`src/rdss_pkg.sv`:
```
package rdss_pkg;
  // Serial control word layout
  localparam int CTRL_W        = 6;
  localparam int STROBE_LSB    = 0;
  localparam int STROBE_W      = 5;
  localparam int SIGN_BIT      = 4;
  localparam int TEST_BIT      = 5;
  localparam logic [5:0] CTRL_RESET = 6'h00;
  // Sequencing counts
  localparam logic [1:0] FREEZE_EDGES   = 2'h2;
  localparam logic [1:0] RESTART_EDGES  = 2'h2;
  localparam logic [2:0] ABORT_MAX_REF  = 3'h4;
  localparam logic [1:0] REST_REF_EDGES = 2'h1;
  // Preamble run lengths, typical values
  localparam logic [5:0] RUN_1T = 6'h22;
  localparam logic [5:0] RUN_2T = 6'h21;
  localparam logic [5:0] RUN_3T = 6'h20;
  localparam logic [5:0] RUN_4T = 6'h10;
  // Strobe step in thousandths of a reference period
  localparam int STEP_PERMIL = 18;

  typedef enum logic [2:0] {
    SEQ_REF    = 3'b000,
    SEQ_FREEZE = 3'b001,
    SEQ_WAIT   = 3'b011,
    SEQ_VCO    = 3'b010,
    SEQ_ABORT  = 3'b110,
    SEQ_REST   = 3'b111
  } rdss_seq_e;

  typedef struct packed {
    logic       test_mode;
    logic       late;
    logic [3:0] magnitude;
  } rdss_ctrl_s;
endpackage : rdss_pkg

```
`src/rdss_shift_ctrl.sv`:
```
`timescale 1ns/1ps
module rdss_shift_ctrl
  import rdss_pkg::*;
(
  // Clock and reset
  input  wire logic         clk_i,
  input  wire logic         rst_i,
  // Serial load pins
  input  wire logic         load_en_n_i,
  input  wire logic         shift_clk_i,
  input  wire logic         shift_in_i,
  // Parallel word
  output rdss_pkg::rdss_ctrl_s word_o
);
  logic [CTRL_W-1:0] sreg_q;
  logic              sclk_q;
  wire               shift_fall = sclk_q & ~shift_clk_i & ~load_en_n_i;

  always_ff @(posedge clk_i or posedge rst_i) begin
    if (rst_i) begin
      sreg_q <= CTRL_RESET;
      sclk_q <= 1'b0;
    end else begin
      sclk_q <= shift_clk_i;
      // Clock and data are ignored while the enable is high
      if (shift_fall) sreg_q <= {sreg_q[CTRL_W-2:0], shift_in_i};
    end
  end

  assign word_o = rdss_ctrl_s'(sreg_q);
endmodule : rdss_shift_ctrl

```
`src/rdss_sequencer.sv`:
```
`timescale 1ns/1ps
// Summary of operation
// - After a read gate rise the oscillator freezes on the 2nd falling edge of sync clock.
// - A frozen read lock restarts on the 2nd rising edge of read data after the freeze.
// - On read gate release the reference restart begins within 4 reference cycles.
// - Sync clock is held high for a rest period before each source switch.
// - With the 1T pattern the found flag rises after a run of 34 read data pulses.
// - With the 2T pattern the found flag rises after a run of 33 read data pulses.
// - With the 3T pattern the found flag rises after a run of 32 read data pulses.
// - With the 4T pattern the found flag rises after a run of 16 read data pulses.
// - The found flag is set on a falling edge of sync clock ending the run.
// - An all zero word gives nominal timing and minus 15 gives the earliest window.
// - With read gate low, outside the abort and rest, the reference clock passes to sync clock through one register, a clock cycle later.
// - Both edges of resynchronized data launch on sync clock falling edges.
// - Control bits shift on the falling shift clock while enable is low, else ignored.
// - Bits 0 to 4 form the strobe word and bit 5 the test mode.
// - Preamble search starts after the restart and the flag holds until read gate drops.
module rdss_sequencer
  import rdss_pkg::*;
#(
  parameter int VCO_DIV = 2
) (
  // Clock and reset
  input  wire logic             CLOCK_I,
  input  wire logic             RST_I,
  // Controller side
  input  wire logic             READ_GATE_I,
  input  wire logic [1:0]       PATTERN_SEL_I,
  input  wire logic             SHIFT_LOAD_EN_N_I,
  input  wire logic             SHIFT_CLK_I,
  input  wire logic             SHIFT_SERIAL_IN_I,
  // Drive side
  input  wire logic             REF_CLK_I,
  input  wire logic             ENCODED_READ_DATA_I,
  // Outputs
  output logic                  SYNC_CLK_O,
  output logic                  SYNC_DATA_O,
  output logic                  PREAMBLE_FOUND_O,
  output logic                  RESTART_BUSY_O,
  output logic signed [4:0]     WINDOW_STEP_O,
  output logic [9:0]            WINDOW_SHIFT_PERMIL_O,
  output logic                  TEST_MODE_O
);
  import rdss_pkg::*;

  rdss_ctrl_s ctrl;
  rdss_seq_e  st_q, st_d;
  logic       rg_q, ref_q, erd_q, sck_q;
  logic [1:0] edge_cnt_q;
  logic [2:0] ref_cnt_q;
  logic [7:0] vco_div_q;
  logic       vco_q;
  logic [5:0] run_q;
  logic [3:0] gap_q;
  logic       hit_q, data_pend_q;

  rdss_shift_ctrl u_ctrl (
    .clk_i       (CLOCK_I),
    .rst_i       (RST_I),
    .load_en_n_i (SHIFT_LOAD_EN_N_I),
    .shift_clk_i (SHIFT_CLK_I),
    .shift_in_i  (SHIFT_SERIAL_IN_I),
    .word_o      (ctrl)
  );

  wire rg_edge   = READ_GATE_I ^ rg_q;
  wire erd_rise  = ENCODED_READ_DATA_I & ~erd_q;
  wire ref_rise  = REF_CLK_I & ~ref_q;
  wire vco_tick  = (vco_div_q == 8'(VCO_DIV - 1));
  // State decode
  wire in_ref    = (st_q == SEQ_REF);
  wire in_freeze = (st_q == SEQ_FREEZE);
  wire in_wait   = (st_q == SEQ_WAIT);
  wire in_vco    = (st_q == SEQ_VCO);
  // Source mux: the reference keeps running through the freeze, which is
  // itself timed by sync clock falls; held high while resting
  wire sck_src   = in_vco ? vco_q :
                   (in_ref || in_freeze) ? REF_CLK_I : 1'b1;
  wire sck_fall  = sck_q & ~sck_src;
  wire [5:0] run_need = (PATTERN_SEL_I == 2'h0) ? RUN_1T :
                        (PATTERN_SEL_I == 2'h1) ? RUN_2T :
                        (PATTERN_SEL_I == 2'h2) ? RUN_3T : RUN_4T;
  // Expected spacing in oscillator ticks is pattern select plus one
  wire [3:0] gap_need = {2'h0, PATTERN_SEL_I} + 4'h1;
  wire       gap_ok   = (gap_q == gap_need);
  // One spacing tick per oscillator period; saturates so a long gap never wraps to a match
  wire       gap_tick = vco_tick && vco_q && (gap_q != 4'hf);
  wire       run_done = (run_q >= run_need);

  always_comb begin
    st_d = st_q;
    case (st_q)
      SEQ_REF: begin
        if (rg_edge && READ_GATE_I) st_d = SEQ_FREEZE;
      end
      SEQ_FREEZE: begin
        if (!READ_GATE_I) st_d = SEQ_ABORT;
        else if (sck_fall && edge_cnt_q == FREEZE_EDGES - 2'h1) st_d = SEQ_WAIT;
      end
      SEQ_WAIT: begin
        if (!READ_GATE_I) st_d = SEQ_ABORT;
        else if (erd_rise && edge_cnt_q == RESTART_EDGES - 2'h1) st_d = SEQ_VCO;
      end
      SEQ_VCO: begin
        if (!READ_GATE_I) st_d = SEQ_ABORT;
      end
      SEQ_ABORT: begin
        if (ref_rise && ref_cnt_q == ABORT_MAX_REF - 3'h2) st_d = SEQ_REST;
      end
      SEQ_REST: begin
        // A read gate raised during the return would otherwise be missed
        if (ref_rise && ref_cnt_q == 3'(REST_REF_EDGES))
          st_d = READ_GATE_I ? SEQ_FREEZE : SEQ_REF;
      end
      default: st_d = SEQ_REF;
    endcase
  end

  always_ff @(posedge CLOCK_I or posedge RST_I) begin
    if (RST_I) begin
      st_q <= SEQ_REF;
      rg_q <= 1'b0;
      ref_q <= 1'b0;
      erd_q <= 1'b0;
      sck_q <= 1'b1;
    end else begin
      st_q <= st_d;
      rg_q <= READ_GATE_I;
      ref_q <= REF_CLK_I;
      erd_q <= ENCODED_READ_DATA_I;
      sck_q <= sck_src;
    end
  end

  // Edge and cycle counters restart on each state change
  always_ff @(posedge CLOCK_I or posedge RST_I) begin
    if (RST_I) begin
      edge_cnt_q <= 2'h0;
      ref_cnt_q <= 3'h0;
    end else if (st_d != st_q) begin
      edge_cnt_q <= 2'h0;
      ref_cnt_q <= 3'h0;
    end else begin
      if ((in_freeze && sck_fall) || (in_wait && erd_rise))
        edge_cnt_q <= edge_cnt_q + 2'h1;
      if (ref_rise) ref_cnt_q <= ref_cnt_q + 3'h1;
    end
  end

  // Oscillator model: held high while frozen, phase zeroed at restart
  always_ff @(posedge CLOCK_I or posedge RST_I) begin
    if (RST_I) begin
      vco_div_q <= 8'h00;
      vco_q <= 1'b1;
    end else if (!in_vco) begin
      vco_div_q <= 8'h00;
      vco_q <= 1'b1;
    end else if (vco_tick) begin
      vco_div_q <= 8'h00;
      vco_q <= ~vco_q;
    end else begin
      vco_div_q <= vco_div_q + 8'h01;
    end
  end

  // Preamble detector; a mis-spaced pulse restarts the run
  always_ff @(posedge CLOCK_I or posedge RST_I) begin
    if (RST_I) begin
      run_q <= 6'h00;
      gap_q <= 4'h0;
      hit_q <= 1'b0;
    end else if (!in_vco) begin
      run_q <= 6'h00;
      gap_q <= 4'h0;
      hit_q <= hit_q & READ_GATE_I;
    end else begin
      if (erd_rise) begin
        gap_q <= 4'h0;
        if (run_q == 6'h00 || gap_ok) run_q <= run_q + 6'h01;
        else run_q <= 6'h01;
      end else if (gap_tick) begin
        gap_q <= gap_q + 4'h1;
      end
      if (run_done) hit_q <= 1'b1;
    end
  end

  // Output next values; flag and data follow sync clock falling edges
  wire              busy_d   = !in_ref && !in_vco;
  wire              data_d   = sck_fall ? data_pend_q : SYNC_DATA_O;
  wire              found_d  = READ_GATE_I && (PREAMBLE_FOUND_O || (sck_fall && hit_q));
  wire signed [4:0] mag_s    = $signed({1'b0, ctrl.magnitude});
  // Bit 4 set gives a negative, earlier window
  wire signed [4:0] step_d   = ctrl.late ? -mag_s : mag_s;
  wire [9:0]        permil_d = 10'(ctrl.magnitude * STEP_PERMIL);

  always_ff @(posedge CLOCK_I or posedge RST_I) begin
    if (RST_I) begin
      SYNC_CLK_O <= 1'b1;
      SYNC_DATA_O <= 1'b0;
      data_pend_q <= 1'b0;
      PREAMBLE_FOUND_O <= 1'b0;
      RESTART_BUSY_O <= 1'b0;
    end else begin
      SYNC_CLK_O <= sck_src;
      if (erd_rise) data_pend_q <= ~data_pend_q;
      SYNC_DATA_O <= data_d;
      PREAMBLE_FOUND_O <= found_d;
      RESTART_BUSY_O <= busy_d;
    end
  end

  // Control word outputs; a half-loaded word shows until the last bit lands
  always_ff @(posedge CLOCK_I or posedge RST_I) begin
    if (RST_I) begin
      WINDOW_STEP_O <= 5'sh00;
      WINDOW_SHIFT_PERMIL_O <= 10'h000;
      TEST_MODE_O <= 1'b0;
    end else begin
      WINDOW_STEP_O <= step_d;
      WINDOW_SHIFT_PERMIL_O <= permil_d;
      TEST_MODE_O <= ctrl.test_mode;
    end
  end
endmodule : rdss_sequencer

```
`config.mk`:
```
export PLATFORM = sky130hd
export DESIGN_NAME = rdss_sequencer
export DESIGN_NICKNAME = d
export VERILOG_FILES = /design/src/rdss_pkg.sv /design/src/rdss_shift_ctrl.sv /design/src/rdss_sequencer.sv
export SDC_FILE = /design/constraint.sdc
export NUM_CORES = 1
export LEC_CHECK = 0
export ABC_AREA = 1
export BUFFER_PORTS_ARGS = -buffer_cell sky130_fd_sc_hd__buf_2
export CORE_MARGIN = 3
export CORE_UTILIZATION = 40
export CTS_BUF_LIST = sky130_fd_sc_hd__clkbuf_2
export DETAILED_ROUTE_END_ITERATION = 12
export PLACE_DENSITY = 0.69
export SLEW_MARGIN = 5
export SYNTH_ARGS = -nofsm -noshare
export SYNTH_HDL_FRONTEND = slang
export SYNTH_SLANG_ARGS = --single-unit
```
`constraint.sdc`:
```
create_clock -name CLOCK_I -period 2 [get_ports CLOCK_I]
set_input_delay 0.3 -clock CLOCK_I [delete_from_list [all_inputs] [get_ports CLOCK_I]]
set_output_delay 0.3 -clock CLOCK_I [all_outputs]
set_load 0.03 [all_outputs]
```
==> impl_metrics.csv <==
group,metric,value,unit
outcome,status,"complete, no violations",
clock_network,postCtsSetupRepairBufs,0,
critical_path,critical_path.reg2reg.endpoint,"gap_q[0]",
pwr,internal_power,0.00194,W
placed_design,dp_hpwl,3570,um
critical_path,critical-path-max-stage-delay,0.45,ns
synth,avgSynthCellArea,9.07,sq um
critical_path,timing.critical_path.cells,"inv_1, ha_1, nand2_1, nor2_1, o211ai_1, or2_0, a21oi_1",
timing,achievable-frequency,627,MHz
synth,syn-instance-count,303,
timing,final_hold_viol_count,0,
critical_path,reg2reg_from,"vco_div_q[1]",
clock_network,maximum_level_of_the_cts_h_tree,2,
clock_network,tritoncts,"built",
cells_and_area,layout.filler_cells,616,
drt,avgRoutedWirePerCell,11.4,um
critical_path,cpLargestDelayFamily,"simple AND/OR/NAND/NOR gates",
synth,synth.yosys.seq_area_share,51.1,%
drt,drc,0,
timing,slew_violations,0,
cells_and_area,antenna_cells,0,
floorplan,boundaryPins,30,
grt,grt_first_pass_wirelength,8480,um
worst_hold_path,min_path_type,"in -> reg",
pwr,max-vdd-ir-drop,0.645,mV
critical_path,critical_path.max_fanout,7,
critical_path,reg2regPathDepth,7,
critical_path,worst-path-buf-inv,1,
timing,finalSetupViolations,0,
drt,detailedRoute.firstPassIterationCount,4,
cells_and_area,area_growth_syn_to_layout,12.2,%
floorplan,die_area,7900,sq um
synth,synth-warning-count,0,
clock_network,clockRootBuffer,"sky130_fd_sc_hd__clkbuf_2",
critical_path,worst_path_max_delay_cell,"sky130_fd_sc_hd__dfrtp_1",
synth,yosys.area.top_type,"sky130_fd_sc_hd__dfrtp_1",
clock_network,clk-insertion-delay-late,0.43,ns
grt,grt_max_degree,37,
floorplan,fp.dieH,88.9,um
floorplan,design.core.area,6490,sq um
drt,totalWireLength,4750,um
critical_path,critical_path.endpoint_type,"flip-flop",
clock_network,clock_tree.buffer_depth,2,
timing,setup_tns,0,ns
timing,period_needed,1.59,ns
synth,yosys_register_bits,56,
worst_hold_path,hold_path_startpoint,"READ_GATE_I",
grt,top_usage_layer,"met2",
drt,drt.antenna.violating_nets,0,
clock_network,clk_transition_reported_paths,0.26,ns
critical_path,start_kind,"flip-flop",
worst_hold_path,hold-path-cell-count,1,
floorplan,placement_rows,29,
drt,drtIter0Drc,61,
pwr,clock_power_share,16.8,%
drt,vias_per_cell,4.87,
timing,tightest_slew,0.552,ns
timing,post-route-worst-setup-slack,0.405,ns
grt,groute.layer.met3.usage,3.41,%
grt,grt_util_all_layers,13.7,%
floorplan,initial_utilization,42.3,%
placed_design,io_buffers,27,
clock_network,cts_made_buffers,5,
pwr,swShare,39.9,%
floorplan,die_x,88.9,um
timing,setup_repair_after_global_routing_missed_its_margin,"false",
critical_path,cp_data_required_time,2.34,ns
grt,grtUsageMet1,17.2,%
pwr,total_power_per_unit_cell_area,1050,nW/um^2
pwr,combPwrFrac,35.6,%
synth,synth.top_cell.area_share,49.2,%
placed_design,place.gp.congestion,0.820,
run,maxCapViolCount,0,
timing,relSlewSlack,62.8,%
cells_and_area,drive_gt1_share,15.6,%
grt,grt_pass1_vias,2032,
worst_hold_path,min_delay_worst_endpoint,"rg_q",
critical_path,worst_ep_arrival_time,1.94,ns
critical_path,ff2ff_setup_slack,0.41,ns
drt,vias,2032,
cells_and_area,final_nets,369,
grt,globalRouteMet2Util,23.1,%
clock_network,cts.repair.resized,0,
clock_network,cts.sinks,56,
grt,total_grt_overflow,0,
timing,min_period_over_period,79.7,%
timing,clock-skew-final,0.0313,ns
critical_path,criticalPathCategory,"reg -> reg",
synth,synth_cell_types,32,
synth,synth_top_cells_by_area,"sky130_fd_sc_hd__dfrtp_1 49%, sky130_fd_sc_hd__ha_1 9.1%, sky130_fd_sc_hd__nand2_1 7.0%",
pwr,cellLeakagePower,1.56,nW
synth,synth_area,2750,sq um
placed_design,place_worst_setup_slack,0.404,ns
grt,antenna_found_initial,0,
pwr,power.sequential.fraction,47.5,%
pwr,p_sw,0.00129,W
==> layout make-up <==
type	instances	area [sq um]	area share, %
Multi-Input combinational cell	194	1130	36.8
Sequential cell	56	1400	45.5
Tap cell	77	96.3	3.12
Timing Repair Buffer	32	195	6.33
Inverter	50	188	6.09
Clock buffer	7	35.0	1.14
Clock inverter	1	30.0	0.974
==> cell families after synthesis <==
logic type / after synthesis / share of synthesized area (%)
AO/OA/AOI/OAI: 42 / 8.33
other: 1 / 0.136
buffers and inverters: 54 / 7.78
AND/OR/NAND/NOR: 118 / 19.8
flip-flops: 56 / 51.1
XOR/XNOR: 12 / 3.82
adder cells (fa/ha/maj): 20 / 9.10
==> synth_stat cells <==
master and number:
sky130_fd_sc_hd__o21ai_0 21, sky130_fd_sc_hd__o211ai_1 1, sky130_fd_sc_hd__a21boi_0 1, sky130_fd_sc_hd__nand3_1 18, sky130_fd_sc_hd__nor2_4 2, sky130_fd_sc_hd__or3b_2 1, sky130_fd_sc_hd__xnor2_1 2, sky130_fd_sc_hd__a31oi_1 3
sky130_fd_sc_hd__nor2_1 22, sky130_fd_sc_hd__conb_1 1, sky130_fd_sc_hd__nor3b_1 1, sky130_fd_sc_hd__nand2_1 51, sky130_fd_sc_hd__a21oi_1 13, sky130_fd_sc_hd__ha_1 20, sky130_fd_sc_hd__nor2_2 2, sky130_fd_sc_hd__nand2_2 3
sky130_fd_sc_hd__xor2_1 10, sky130_fd_sc_hd__o2111ai_1 1, sky130_fd_sc_hd__a22oi_1 1, sky130_fd_sc_hd__or2_2 1, sky130_fd_sc_hd__nand4_1 3, sky130_fd_sc_hd__nand3b_1 1, sky130_fd_sc_hd__a21oi_2 1, sky130_fd_sc_hd__inv_2 2
sky130_fd_sc_hd__dfrtp_1 54, sky130_fd_sc_hd__nand3_2 2, sky130_fd_sc_hd__clkbuf_1 1, sky130_fd_sc_hd__dfstp_2 2, sky130_fd_sc_hd__nor3_1 10, sky130_fd_sc_hd__or2_0 1, sky130_fd_sc_hd__buf_4 3, sky130_fd_sc_hd__inv_1 48
==> per-stage QoR <==
step	cell area (sq um)	util [%]	hold slack, ns	instances	power, W
2_1_floorplan	2750	-	0.331	304	0.00240
3_3_place_gp	2980	45.8	0.330	405	0.00268
3_5_place_dp	2980	45.8	0.336	405	0.00271
4_1_cts	3080	47.5	0.0229	417	0.00327
5_1_grt	3080	47.5	0.00729	417	0.00350
6_report	3080	47.5	0.0474	417	0.00323
==> power by group through the flow <==
stage / logic, W / clock network (W) / registers, W
final: 0.00115 / 0.000544 / 0.00154
after global routing: 0.00131 / 0.000616 / 0.00157
after CTS: 0.00117 / 0.000568 / 0.00154
after detailed placement: 0.00115 / 0 / 0.00155
after global placement: 0.00113 / 0 / 0.00155
after floorplan: 0.000648 / 0 / 0.00175
==> registers in the layout (all words and copies together), names as in the netlist, 2 cells and up <==
register,flops
WINDOW_SHIFT_PERMIL_O,7
WINDOW_STEP_O,5
edge_cnt_q,2
gap_q,4
ref_cnt_q,3
run_q,6
st_q,3
u_ctrl.word_o,6
vco_div_q,8
==> placed cells by master (no fill, tap or decap), drive strengths merged <==
cell,count
a22oi,1
inv,50
dfrtp,54
or2,2
dfstp,2
xnor2,2
xor2,10
o2111ai,1
buf,28
nor3,10
a31oi,3
dlygate4sd3,4
nand3,20
a21boi,1
nand4,3
clkbuf,7
nor3b,1
or3b,1
ha,20
conb,2
nand2,54
o211ai,1
a21oi,14
o21ai,21
bufinv,1
nor2,26
nand3b,1
==> repair_timing <==
| item | in CTS | in global routing |
|---|---|---|
| hold endpoints to repair | 23 | 0 |
| setup endpoints to repair | 0 | 0 |
| hold buffers | 4 | 0 |
==> routing by layer <==
layer,vias to the layer above,share of wire (%)
li1,1041,-
met1,944,46
met2,42,48
met3,5,4.9
met4,0,1.0
met5,-,0
==> worst reg2reg max path, stage by stage (launching register included) <==
cell	delay, ns
sky130_fd_sc_hd__dfrtp_1	0.45
sky130_fd_sc_hd__inv_1	0.06
sky130_fd_sc_hd__ha_1	0.12
sky130_fd_sc_hd__nand2_1	0.07
sky130_fd_sc_hd__nor2_1	0.18
sky130_fd_sc_hd__o211ai_1	0.23
sky130_fd_sc_hd__or2_0	0.26
sky130_fd_sc_hd__a21oi_1	0.14
==> how the worst max path moves through the flow <==
| stage | start | to | slack [ns] | cells after the start |
|---|---|---|---|---|
| after floorplan | RST_I | PREAMBLE_FOUND_O | 0.33 | 1 |
| after global placement | PATTERN_SEL_I[0] | hit_q | 0.40 | 7 |
| after detailed placement | PATTERN_SEL_I[0] | hit_q | 0.40 | 7 |
| after CTS | vco_div_q[1] | gap_q[0] | 0.40 | 7 |
| after global routing | ref_cnt_q[1] | ref_cnt_q[1] | 0.23 | 12 |
| final | vco_div_q[1] | gap_q[0] | 0.41 | 7 |
Note: power is estimated with default switching activity, not from simulation.
